### config.mk
export PLATFORM = sky130hd
export DESIGN_NAME = cmd_slave
export DESIGN_NICKNAME = d
export VERILOG_FILES = /design/src/hdl/cmd_slave_pkg.sv /design/src/hdl/cmd_slave.sv
export VERILOG_INCLUDE_DIRS = /design/src /design/src/hdl
export SDC_FILE = /design/constraint.sdc
export NUM_CORES = 1
export LEC_CHECK = 0
export ABC_CLOCK_PERIOD_IN_PS = 14900
export BUFFER_PORTS_ARGS = -buffer_cell sky130_fd_sc_hd__buf_2
export CORE_ASPECT_RATIO = 0.75
export CORE_MARGIN = 3
export CORE_UTILIZATION = 40
export CTS_BUF_LIST = sky130_fd_sc_hd__clkbuf_8
export DETAILED_ROUTE_END_ITERATION = 7
export HOLD_SLACK_MARGIN = 0.15
export SLEW_MARGIN = 10
export SYNTH_ARGS = -nofsm -noshare
export SYNTH_HDL_FRONTEND = slang
export SYNTH_SLANG_ARGS = --single-unit
### constraint.sdc
create_clock -name clk -period 14.9 [get_ports clk]
set_input_delay 2.235 -clock clk [delete_from_list [all_inputs] [get_ports clk]]
set_output_delay 2.235 -clock clk [all_outputs]
set_load 0.01 [all_outputs]
### src/hdl/cmd_slave_params.svh
// Constants for the serial command slave: codes, lengths, timing.
// Assumes a 200 MHz clock and a UART on the same clock.
`ifndef CMD_SLAVE_PARAMS_SVH
`define CMD_SLAVE_PARAMS_SVH
`define FN_READ      8'h03
`define FN_WRITE     8'h06
`define FN_IDENT     8'h2b
`define MEI_TYPE     8'h0e
`define ID_ACCESS    8'h01
`define ID_CONFORM   8'h01
`define ID_MORE      8'h00
`define ID_NEXT      8'h00
`define ID_LAST_OBJ  8'h02
`define EXC_FLAG     8'h80
`define EXC_FUNC     8'h01
`define EXC_ADDR     8'h02
`define EXC_VALUE    8'h03
`define CRC_PRESET   16'hffff
`define CRC_POLY     16'ha001
`define READ_MAX     16'h000a
`define LEN_RW       4'h8
`define LEN_IDENT    4'h7
`define LEN_MIN      4'h4
`define RX_DEPTH     8
`define HDR_READ     8'h03
`define HDR_ECHO     8'h06
`define HDR_IDENT    8'h08
`define CLK_PERIOD_NS 5
// 3.5 characters of 11 bits at 9600 baud
`define GAP_TIME_NS  4010417
`endif

### src/hdl/cmd_slave_pkg.sv
// Types shared by the command slave.
// Assumes the constants header is available.
package cmd_slave_pkg;
   // Kind of reply being sent
   typedef enum logic [1:0] {REP_READ, REP_ECHO, REP_IDENT, REP_EXC}
      reply_kind_t;
   // Decoded reply descriptor
   typedef struct packed {
      reply_kind_t kind;
      logic [7:0]  code;
      logic [7:0]  count;
      logic [15:0] start;
      logic [1:0]  obj;
   } reply_t;
   // One byte travelling through the transmit buffer
   typedef struct packed {
      logic       valid;
      logic [7:0] data;
   } beat_t;
endpackage

### src/hdl/cmd_slave.sv
// Serial command slave: read registers, write one, read identity.
// Assumes a UART on clk delivering bytes and taking them by handshake.
//
// Behaviour
// - Registers travel as 16-bit words
// - Read request: addr, 0x03, start, count, CRC
// - Read returns ascending consecutive registers
// - Read reply byte count is twice count
// - Each word sent high byte first
// - Write request: addr, 0x06, register, value, CRC
// - Successful write echoes the request exactly
// - Identity uses 0x2B then type 0x0E
// - Identity access type byte is 0x01
// - Identity conformity level is always 0x01
// - Identity more-follows byte is always 0x00
// - Identity next-object byte is always 0x00
// - Identity reply gives object count first
// - Object sent as number, length, characters
// - CRC16 low byte first; bad CRC silent
// - 3.5 character gaps around frames, replies
// - Exception: function with top bit, code
// - Codes 1 function, 2 address, 3 value
`include "cmd_slave_params.svh"
module cmd_slave
#(
   parameter int          NREGS      = 16,
   parameter logic [15:0] REG_BASE   = 16'h0300,
   parameter logic [15:0] MAX_VALUE  = 16'hffff,
   parameter int          GAP_CYCLES =
      (`GAP_TIME_NS + `CLK_PERIOD_NS - 1) / `CLK_PERIOD_NS,
   // Identity strings: values are arbitrary
   parameter int          VEND_LEN   = 4,
   parameter int          PROD_LEN   = 8,
   parameter int          REV_LEN    = 3,
   parameter logic [8*VEND_LEN-1:0] VEND_STR = "VNDR",
   parameter logic [8*PROD_LEN-1:0] PROD_STR = "PRODUCT1",
   parameter logic [8*REV_LEN-1:0]  REV_STR  = "R01"
)
(
   input  wire logic        clk,
   input  wire logic        reset,
   input  wire logic [7:0]  own_addr,
   input  wire logic        rx_valid,
   input  wire logic [7:0]  rx_data,
   input  wire logic        tx_ready,
   input  wire logic        tx_idle,
   output logic             tx_valid,
   output logic [7:0]       tx_data,
   output logic             line_drive,
   output logic             wr_strobe,
   output logic [15:0]      wr_addr,
   output logic [15:0]      wr_data
);
   localparam int IW = $clog2(NREGS);
   localparam int GW = $clog2(GAP_CYCLES + 1);
   localparam int BL = 6 + VEND_LEN + PROD_LEN + REV_LEN;
   localparam logic [8*BL-1:0] BLOB = {8'h00, 8'(VEND_LEN), VEND_STR,
      8'h01, 8'(PROD_LEN), PROD_STR, 8'h02, 8'(REV_LEN), REV_STR};
   localparam logic [16:0] LIMIT = 17'(REG_BASE) + 17'(NREGS);

   typedef enum {S_RECV, S_DECODE, S_LEAD, S_SEND, S_DRAIN, S_TRAIL}
      state_t;

   state_t                state_reg, state_next;
   logic [7:0]            rx_buf_reg [`RX_DEPTH];
   logic [3:0]            rx_cnt_reg;
   logic [15:0]           rx_crc_reg, tx_crc_reg;
   logic [GW-1:0]         gap_reg;
   logic [15:0]           regs_reg [NREGS];
   cmd_slave_pkg::reply_t rep_reg, rep_next;
   logic [7:0]            len_reg, len_next, idx_reg;
   cmd_slave_pkg::beat_t  skid_reg;
   logic                  gap_done, push, discard, do_write;
   logic [7:0]            push_data, gen_byte;

   //////////////////////////////////////////////////////////////////
   // CRC16 step over one byte, LSB first
   function automatic logic [15:0] crc_step(logic [15:0] c,
                                            logic [7:0] b);
      logic [15:0] r;
      r = c ^ {8'h00, b};
      for (int k = 0; k < 8; k++)
         r = r[0] ? ((r >> 1) ^ `CRC_POLY) : (r >> 1);
      return r;
   endfunction

   //////////////////////////////////////////////////////////////////
   // Silence timer; restarts on each byte received in S_RECV and each state change
   assign gap_done = (gap_reg == GW'(GAP_CYCLES));
   always_ff @(posedge clk or posedge reset)
      if (reset)
         gap_reg <= '0;
      else if (state_reg != state_next ||
               (state_reg == S_RECV && rx_valid))
         gap_reg <= '0;
      else if (!gap_done)
         gap_reg <= gap_reg + GW'(1);

   // Receive bytes; extras beyond the buffer only mark overflow
   always_ff @(posedge clk or posedge reset)
      if (reset)
      begin
         rx_cnt_reg <= '0;
         rx_crc_reg <= `CRC_PRESET;
      end
      else if (state_reg == S_DECODE)
      begin
         rx_cnt_reg <= '0;
         rx_crc_reg <= `CRC_PRESET;
      end
      else if (state_reg == S_RECV && rx_valid)
      begin
         if (rx_cnt_reg <= 4'(`RX_DEPTH))
            rx_cnt_reg <= rx_cnt_reg + 4'h1;
         rx_crc_reg <= crc_step(rx_crc_reg, rx_data);
      end

   // Buffer storage has no reset; only counted bytes are read
   always_ff @(posedge clk)
      if (state_reg == S_RECV && rx_valid &&
          rx_cnt_reg < 4'(`RX_DEPTH))
         rx_buf_reg[rx_cnt_reg[2:0]] <= rx_data;

   //////////////////////////////////////////////////////////////////
   // Request decode, evaluated in the decode state
   logic [15:0] w1, w2;
   logic [16:0] rd_end;
   assign w1 = {rx_buf_reg[2], rx_buf_reg[3]};
   assign w2 = {rx_buf_reg[4], rx_buf_reg[5]};
   assign rd_end = {1'b0, w1} + {1'b0, w2};

   always_comb
   begin
      rep_next = rep_reg;
      rep_next.kind = cmd_slave_pkg::REP_EXC;
      rep_next.code = `EXC_FUNC;
      rep_next.count = w2[7:0];
      rep_next.start = w1 - REG_BASE;
      rep_next.obj = rx_buf_reg[4][1:0];
      do_write = 1'b0;
      // Bad CRC, foreign address, runt or overlong: no answer
      discard = rx_crc_reg != 16'h0000 ||
                rx_cnt_reg < `LEN_MIN ||
                rx_cnt_reg > 4'(`RX_DEPTH) ||
                rx_buf_reg[0] != own_addr;
      case (rx_buf_reg[1])
         `FN_READ:
         begin
            discard = discard || rx_cnt_reg != `LEN_RW;
            if (w2 == 16'h0000 || w2 > `READ_MAX)
               rep_next.code = `EXC_VALUE;
            else if (w1 < REG_BASE || rd_end > LIMIT)
               rep_next.code = `EXC_ADDR;
            else
               rep_next.kind = cmd_slave_pkg::REP_READ;
         end
         `FN_WRITE:
         begin
            discard = discard || rx_cnt_reg != `LEN_RW;
            if (w1 < REG_BASE || {1'b0, w1} >= LIMIT)
               rep_next.code = `EXC_ADDR;
            else if (w2 > MAX_VALUE)
               rep_next.code = `EXC_VALUE;
            else
            begin
               rep_next.kind = cmd_slave_pkg::REP_ECHO;
               do_write = !discard;
            end
         end
         `FN_IDENT:
         begin
            discard = discard || rx_cnt_reg != `LEN_IDENT;
            if (rx_buf_reg[2] != `MEI_TYPE)
               rep_next.code = `EXC_FUNC;
            else if (rx_buf_reg[3] != `ID_ACCESS ||
                     rx_buf_reg[4] > `ID_LAST_OBJ)
               rep_next.code = `EXC_VALUE;
            else
               rep_next.kind = cmd_slave_pkg::REP_IDENT;
         end
         default: ;
      endcase
   end

   // Offset of the starting object inside the identity blob
   logic [7:0] obj_off;
   always_comb
      case (rep_next.obj)
         2'h0:    obj_off = 8'h00;
         2'h1:    obj_off = 8'(2 + VEND_LEN);
         default: obj_off = 8'(4 + VEND_LEN + PROD_LEN);
      endcase

   // Payload length, CRC excluded
   always_comb
      case (rep_next.kind)
         cmd_slave_pkg::REP_READ:
            len_next = `HDR_READ + {w2[6:0], 1'b0};
         cmd_slave_pkg::REP_ECHO:  len_next = `HDR_ECHO;
         cmd_slave_pkg::REP_IDENT:
            len_next = `HDR_IDENT + 8'(BL) - obj_off;
         default:                  len_next = `EXC_FLAG ^ `EXC_FLAG
                                              ^ `HDR_READ;
      endcase

   //////////////////////////////////////////////////////////////////
   // Sequencer
   always_comb
   begin
      state_next = state_reg;
      case (state_reg)
         S_RECV:
            if (gap_done && rx_cnt_reg != 4'h0)
               state_next = S_DECODE;
         S_DECODE:
            state_next = discard ? S_RECV : S_LEAD;
         S_LEAD:
            if (gap_done)
               state_next = S_SEND;
         S_SEND:
            if (push && idx_reg == len_reg + 8'h01)
               state_next = S_DRAIN;
         S_DRAIN:
            if (!tx_valid && !skid_reg.valid && tx_idle)
               state_next = S_TRAIL;
         S_TRAIL:
            if (gap_done)
               state_next = S_RECV;
         default:
            state_next = S_RECV;
      endcase
   end

   always_ff @(posedge clk or posedge reset)
      if (reset)
         state_reg <= S_RECV;
      else
         state_reg <= state_next;

   // Line held from decode through the trailing gap
   always_ff @(posedge clk or posedge reset)
      if (reset)
         line_drive <= 1'b0;
      else if (state_reg == S_DECODE)
         line_drive <= !discard;
      else if (state_reg == S_TRAIL && gap_done)
         line_drive <= 1'b0;

   // Latch the reply descriptor
   always_ff @(posedge clk or posedge reset)
      if (reset)
      begin
         rep_reg <= '0;
         len_reg <= '0;
      end
      else if (state_reg == S_DECODE)
      begin
         rep_reg <= rep_next;
         len_reg <= len_next;
      end

   //////////////////////////////////////////////////////////////////
   // Register store, always whole 16-bit words
   always_ff @(posedge clk or posedge reset)
      if (reset)
         for (int i = 0; i < NREGS; i++)
            regs_reg[i] <= '0;
      else if (state_reg == S_DECODE && do_write)
         regs_reg[IW'(rep_next.start)] <= w2;

   always_ff @(posedge clk or posedge reset)
      if (reset)
      begin
         wr_strobe <= 1'b0;
         wr_addr   <= '0;
         wr_data   <= '0;
      end
      else
      begin
         wr_strobe <= state_reg == S_DECODE && do_write;
         if (state_reg == S_DECODE && do_write)
         begin
            wr_addr <= w1;
            wr_data <= w2;
         end
      end

   //////////////////////////////////////////////////////////////////
   // Reply byte generator, indexed by byte position
   logic [7:0]    rel;
   logic [15:0]   word;
   int            bj;
   assign rel = idx_reg - `HDR_READ;
   assign word = regs_reg[IW'(rep_reg.start + 16'(rel[7:1]))];

   always_comb
   begin
      bj = int'(idx_reg) - int'(`HDR_IDENT) + ((rep_reg.obj == 2'h0) ?
           0 : (rep_reg.obj == 2'h1) ? 2 + VEND_LEN
           : 4 + VEND_LEN + PROD_LEN);
      if (bj < 0 || bj >= BL)
         bj = 0;
      gen_byte = rx_buf_reg[0];
      if (idx_reg == 8'h01)
         gen_byte = (rep_reg.kind == cmd_slave_pkg::REP_EXC) ?
                    (rx_buf_reg[1] | `EXC_FLAG) : rx_buf_reg[1];
      else if (idx_reg != 8'h00)
         case (rep_reg.kind)
            cmd_slave_pkg::REP_READ:
               if (idx_reg == 8'h02)
                  gen_byte = {rep_reg.count[6:0], 1'b0};
               else
                  gen_byte = rel[0] ? word[7:0] : word[15:8];
            cmd_slave_pkg::REP_ECHO:
               gen_byte = rx_buf_reg[idx_reg[2:0]];
            cmd_slave_pkg::REP_IDENT:
               case (idx_reg)
                  8'h02:   gen_byte = `MEI_TYPE;
                  8'h03:   gen_byte = `ID_ACCESS;
                  8'h04:   gen_byte = `ID_CONFORM;
                  8'h05:   gen_byte = `ID_MORE;
                  8'h06:   gen_byte = `ID_NEXT;
                  8'h07:   gen_byte = `ID_LAST_OBJ + 8'h01
                                      - 8'(rep_reg.obj);
                  default: gen_byte = BLOB[8*(BL-1-bj) +: 8];
               endcase
            default:
               gen_byte = rep_reg.code;
         endcase
   end

   // Payload then CRC, low byte first
   assign push = state_reg == S_SEND && !skid_reg.valid;
   assign push_data = (idx_reg == len_reg) ? tx_crc_reg[7:0] :
                      (idx_reg > len_reg) ? tx_crc_reg[15:8] : gen_byte;

   always_ff @(posedge clk or posedge reset)
      if (reset)
      begin
         idx_reg    <= '0;
         tx_crc_reg <= `CRC_PRESET;
      end
      else if (state_reg == S_DECODE)
      begin
         idx_reg    <= '0;
         tx_crc_reg <= `CRC_PRESET;
      end
      else if (push)
      begin
         idx_reg <= idx_reg + 8'h01;
         if (idx_reg < len_reg)
            tx_crc_reg <= crc_step(tx_crc_reg, gen_byte);
      end

   //////////////////////////////////////////////////////////////////
   // Two-entry buffer: output stage plus skid, so a stall loses nothing
   always_ff @(posedge clk or posedge reset)
      if (reset)
      begin
         tx_valid <= 1'b0;
         tx_data  <= '0;
         skid_reg <= '0;
      end
      else if (!tx_valid || tx_ready)
      begin
         if (skid_reg.valid)
         begin
            tx_data        <= skid_reg.data;
            tx_valid       <= 1'b1;
            skid_reg.valid <= 1'b0;
         end
         else
         begin
            tx_valid <= push;
            if (push)
               tx_data <= push_data;
         end
      end
      else if (push)
         skid_reg <= '{valid: 1'b1, data: push_data};
endmodule // cmd_slave

# Word-level counts from Yosys, hierarchy flattened
# Memories as Yosys holds them, arrays and structs flattened.
# Cells that the tools add are included.
[word_totals]
ff_bits = 435
output_inout_bits = 43
word_cells = 256
ram_bits = 64
n_memories = 1
[memory_table]
columns = ["name", "depth", "word_bits", "rd", "rd_clocked_by_memory_dff", "wr", "line", "text"]
rows = [
  ["rx_buf_reg", 8, 8, 7, 0, 1, "cmd_slave.sv:65", "logic [7:0] rx_buf_reg [`RX_DEPTH];"],
]
[classes]
reduce_logical = 50
bitwise = 21
magnitude_cmp = 17
n_addsub = 14
muxes = 81
shifts = 1
n_eq_ne = 35
[op_table]
columns = ["cell", "count"]
rows = [
  ["$mux W16", 24],
  ["$bwmux W256", 1],
  ["$pmux W32 S6", 1],
  ["$shiftx A168 B32 Y8 const A", 1],
  ["$mux W32", 5],
  ["$eq A32 B2 Y1 const B", 3],
  ["$eq A32 B3 Y1 const B", 3],
  ["$mux W8", 12],
  ["$bmux W16 S4", 1],
  ["$demux W16 S4", 1],
  ["$logic_not A32 Y1", 2],
  ["$not A2 Y3", 16],
  ["$pmux W8 S3", 2],
  ["$eq A8 B3 Y1 const B", 5],
  ["$mux W20", 2],
  ["$eq A32 B1 Y1 const B", 1],
  ["$eq A32 B4 Y1 const B", 1],
  ["$ne A32 B32 Y1", 1],
  ["$pmux W8 S4", 1],
  ["$xor A16 B8 Y16", 2],
  ["$pmux W10 S3", 1],
  ["$mux W29", 1],
  ["$sub A6 B29 Y29 const A", 1],
  ["$eq A8 B2 Y1 const B", 3],
  ["other kinds (60)", 128],
]

# Depth between registers and ports, before layout
[logic_depth]
ltp_word = 33
mapped_depth = 28

# Worst setup path after synthesis
# Ideal clock, no wire load.
[synth_path]
path_kind = "register to register"
start = "register idx_reg[3]"
end = "register tx_crc_reg[0]"
required_ps = 14840
setup_slack_ps = 9418
arrival_ps = 5421
path_stages_with_launch = 27
path_cell_list = "dfrtp_1 > buf_6 > buf_6 > inv_1 > ha_1 > inv_1 > ha_1 > buf_2 > nor2b_1 > a31o_2 > or3b_2 > o2111ai_1 > nor2_4 > nand2_1 > ha_1 > nand2b_1 > o2111ai_1 > and3_1 > or3_1 > o41ai_1 > a211oi_1 > a221o_1 > a211oi_2 > xnor3_2 > xnor2_2 > o2111ai_1 > o211a_1"
[synth_via]
elab_chain_len = 24
word_cells_on_any_way = 52
[synth_rtl]
columns = ["item", "line", "text"]
rows = [
  ["from (decl)", "cmd_slave.sv:71", "logic [7:0] len_reg, len_next, idx_reg;"],
  ["from (signal assigned)", "cmd_slave.sv:350", "idx_reg <= idx_reg + 8'h01;"],
  ["$sub A8 B4 Y9 / $sub A5 B2 Y5 (equally long branches)", "-", ""],
  ["$add A9 B6 Y10 / $add A4 B4 Y4 (equally long branches)", "cmd_slave.sv:298, cmd_slave.sv:294", ""],
  ["$lt A10 B1 Y1, or another cell as far along", "cmd_slave.sv:301", "if (bj < 0 || bj >= BL)"],
  ["$logic_or A1 B1 Y1 / $bmux W16 S4 (equally long branches)", "cmd_slave.sv:301, cmd_slave.sv:294", ""],
  ["$mux W29 / $mux W16 (equally long branches)", "cmd_slave.sv:301, cmd_slave.sv:294", ""],
  ["$sub A6 B29 Y29 / $mux W16 (equally long branches)", "cmd_slave.sv:325, cmd_slave.sv:294", ""],
  ["$shiftx A168 B32 Y8 / $mux W8 (equally long branches)", "cmd_slave.sv:325, cmd_slave.sv:313", ""],
  ["$pmux W8 S4 / $mux W8 (equally long branches)", "cmd_slave.sv:317, cmd_slave.sv:310", ""],
  ["[... 2 more ...]", "-", ""],
  ["$mux W8", "cmd_slave.sv:304", "if (idx_reg == 8'h01)"],
  ["$xor A16 B8 Y16", "cmd_slave.sv:81", "r = c ^ {8'h00, b};"],
  ["$mux W16 / $not A2 Y3 (equally long branches) (6 in a row)", "-", ""],
  ["$not A2 Y3 (no line) / $mux W16 (equally long branches)", "-", ""],
  ["$mux W16 (2 in a row)", "cmd_slave.sv:83", "r = r[0] ? ((r >> 1) ^ `CRC_POLY) : (r >> 1);"],
  ["$mux W16", "cmd_slave.sv:351", "if (idx_reg < len_reg)"],
  ["$mux W16", "cmd_slave.sv:348", "else if (push)"],
  ["$mux W16", "cmd_slave.sv:343", "else if (state_reg == S_DECODE)"],
  ["to (signal assigned)", "cmd_slave.sv:341", "tx_crc_reg <= `CRC_PRESET;"],
  ["to (signal assigned)", "cmd_slave.sv:346", "tx_crc_reg <= `CRC_PRESET;"],
  ["to (signal assigned)", "cmd_slave.sv:352", "tx_crc_reg <= crc_step(tx_crc_reg, gen_byte);"],
  ["to (decl)", "cmd_slave.sv:67", "logic [15:0] rx_crc_reg, tx_crc_reg;"],
]
# Parallel ways exist; a longest one is shown, timed or not. The select of a mux whose other input is x is not followed.
# A chain may end at the register's enable or synchronous reset.

# Worst setup path after layout
[layout_path]
start = "register idx_reg[2]"
end = "register tx_crc_reg[0]"
# Same word-level chain as after synthesis.

==> flow_summary.yaml <==
timing:
  setup_tns_ps: 0
  relSlewSlack_pct: 20.6
  drv_slew: 0
  worst_pin_slew_ps: 1190
  rsz0062_at_grt: "no"
  finalCriticalPeriod_ps: 7590
  max_freq_mhz: 132
  fin_skew_ps: 31.4
  setup_violations: 0
  final-hold-violation-count: 0
  fin_crit_sh_pct: 51.0
route:
  wire_per_inst_um: 21.6
  vias_per_cell: 5.63
  dr.pass1.iters: 5
  postRouteAntennaNets: 0
  drtIter0Drc: 1617
  drc: 0
  wirelength_um: 66700
  top_layer: "met4"
  vias: 17400
  route.met3.wl_um: 4640
  wl_met1_um: 32500
  wl_met2_um: 28100
yosys:
  ys_seq_elements: 493
  ys_warn_count: 0
  synth_cell_types: 108
  synthCells: 2097
  ys_top_cells_by_area: "dfrtp_1, mux2_2, mux4_2"
  synth_top_area_share_pct: 39.2
  ys_seq_area_share_pct: 50.1
  syn_avg_cell_area_sq_um: 12.1
  synthArstFlopShare_pct: 87.0
  syn-cell-area_sq_um: 25400
  synth.largest_area_cell: "dfrtp_1"
  synth-edff-count: 64
  synth_ff_type: "dfrtp_1"
power_and_ir_drop:
  power_leakage_nw: 12.6
  power_density_nw_per_um2: 94.5
  max-vdd-ir-drop_v: 0.0000540
cells_and_area:
  fin_nets: 2248
  largest_reg_flops: 256
  nFillCells: 5652
  drive_above_1_share_pct: 29.3
  fin_cells: 3090
  seq_area_sq_um: 12700
  layout-area-overhead-vs-synth_pct: 11.5
  multi_input_area_sq_um: 12000
  design_area_sq_um: 28300
floorplanning:
  die_x_um: 297
  row_count: 79
  start_util_pct: 40.7
  die_area_sq_um: 66500
  io_pins: 64
  chipHeight_um: 224
  core_sq_um: 62400
clock_tree:
  cts_tree: "done"
  cts_root_buffer: "clkbuf_8"
  clk_pin_slew_ps: 60
  cts_buffer_depth: 3
  clock_sinks: 493
  ctsResizeCount: 0
  cts_made_buffers: 82
  cts_hold_buf: 0
  htree_levels: 3
  post_cts_buffers: 0
  clkLatencyLatePin_ps: 670
global_route:
  grt_util_all_layers_pct: 20.0
  grt_overflow_total: 0
  grt_antenna_before_repair: 2
  grt_pass1_vias: 17200
  grt_first_pass_wirelength_um: 104000
  grt_max_degree: 137
setup_path:
  crit_type: "reg2reg"
  reg2reg_depth: 23
  reg2reg_to: "tx_crc_reg[0]"
  worst_setup_path_end_kind: "flip-flop"
  cp.arrival_ps: 8210
  cp-startpoint: "idx_reg[2]"
  critical_path_required_ps: 15520
  cp-start-kind: "flip-flop"
  endpoint: "tx_crc_reg[0]"
  path_max_fanout: 21
  reg2reg_from: "idx_reg[2]"
  regToRegSetupSlack_ps: 7310
placed_design:
  place.gp.congestion: 0.873
  hpwl_um: 45000
  placement.io_buffers: 63
  placed_area_sq_um: 26600
  dp.cells: 2942
status:
  status: "completed"
worst_hold_path:
  min_delay_path_depth: 2
  hp-class: "reg2reg"
run:
  drv_cap: 0
[logic make-up (layout without fill, tap and decap cells)]
| kind of cell | after synthesis | in the layout | synth area share [%] |
|---|---|---|---|
| mux | 378 | 378 | 20.8 |
| flops | 493 | 493 | 50.1 |
| buf+inv | 184 | 298 | 3.12 |
| compound gates | 277 | 277 | 7.42 |
| fa+ha+maj | 51 | 51 | 2.58 |
| simple gates | 604 | 604 | 11.8 |
| other cells | 1 | 30 | 0.0148 |
| xor+xnor | 109 | 109 | 4.20 |
[critical path: stages (launching register included)]
cell and delay (ps):
dfrtp_1 860, inv_1 540, xnor2_1 280, ha_1 640
inv_1 290, a211oi_4 310, o22ai_1 150, o2111ai_1 240
nor2_4 130, nand2_1 100, ha_1 610, nand2b_1 240
o2111ai_1 380, a21oi_1 330, o22ai_1 150, nor3_2 330
nand4_1 180, a31oi_1 380, xnor2_1 270, xnor3_2 570
nand3_1 110, nor3_1 50, a211oi_1 240, o211a_1 170
[power breakdown]
group,switching [mW],internal [mW],total [mW]
registers,0.00498,1.37,1.38
clock network,0.561,0.670,1.23
logic,0.0442,0.0174,0.0616
total,0.610,2.06,2.67
[cell usage after synthesis (all sizes together) (7+ instances only)]
master	n
or4	12
o21ai	71
nor4	27
nor2	144
buf	50
mux4	93
mux2i	27
o21a	8
xor2	36
o31ai	7
or3	13
dfstp	32
nand2b	20
nand2	189
nor2b	14
ha	49
edfxtp	64
nand3	39
o211ai	11
inv	51
mux2	258
nand4	17
a31oi	12
a211oi	14
or2	8
nor3	59
xnor2	70
a21boi	7
a21o	10
and3	11
and2	18
o22ai	7
clkbuf	81
dfrtp	397
a21oi	72
[worst min-delay path by stage]
stage,startpoint,end,slack [ps]
floorplan,rep_reg[22],rep_reg[22],430
global placement,wr_addr[8],wr_addr[8],440
detailed placement,wr_addr[8],wr_addr[8],450
CTS,wr_addr[3],wr_addr[3],460
global route,wr_addr[8],wr_addr[8],490
finish,wr_addr[3],wr_addr[3],460
[cell type report]
type                       count  area share, %
multi-input combinational   1448           42.6
clock buffer                 102           4.96
clock inverter                45           1.02
inverter                      53          0.730
antenna                        1        0.00885
timing repair buffer          98           2.04
tap                          850           3.76
sequential                   493           44.9
[metal layers]
layer  track usage [%]  up-vias
li1                  -     7781
met3              3.95       99
met5                 0        -
met1              31.0     8919
met2              28.2      597
met4              5.83        0
[layout by cell type (no fill, tap or decap), types with 29 or more instances in the layout]
master	count
ha_1	48
buf_2	63
o21ai_0	67
edfxtp_1	64
inv_1	84
nand3_1	38
dfstp_2	32
nand2_1	188
buf_4	35
nor3_1	57
clkbuf_8	102
conb_1	29
xor2_1	34
dfrtp_1	397
xnor2_1	65
mux2_2	256
mux4_2	93
nor2_1	137
a21oi_1	70
[metrics by stage]
stage | setup WS, ps | util, % | hold WS, ps | power [mW]
2_1_floorplan | 771 | - | 433 | 1.45
3_3_place_gp | 7640 | 42.6 | 444 | 1.46
3_5_place_dp | 7450 | 42.6 | 450 | 1.47
4_1_cts | 7420 | 45.3 | 463 | 2.71
5_1_grt | 6610 | 45.3 | 485 | 2.78
6_report | 7310 | 45.3 | 459 | 2.67
Note: power is estimated with default switching activity, not from simulation.
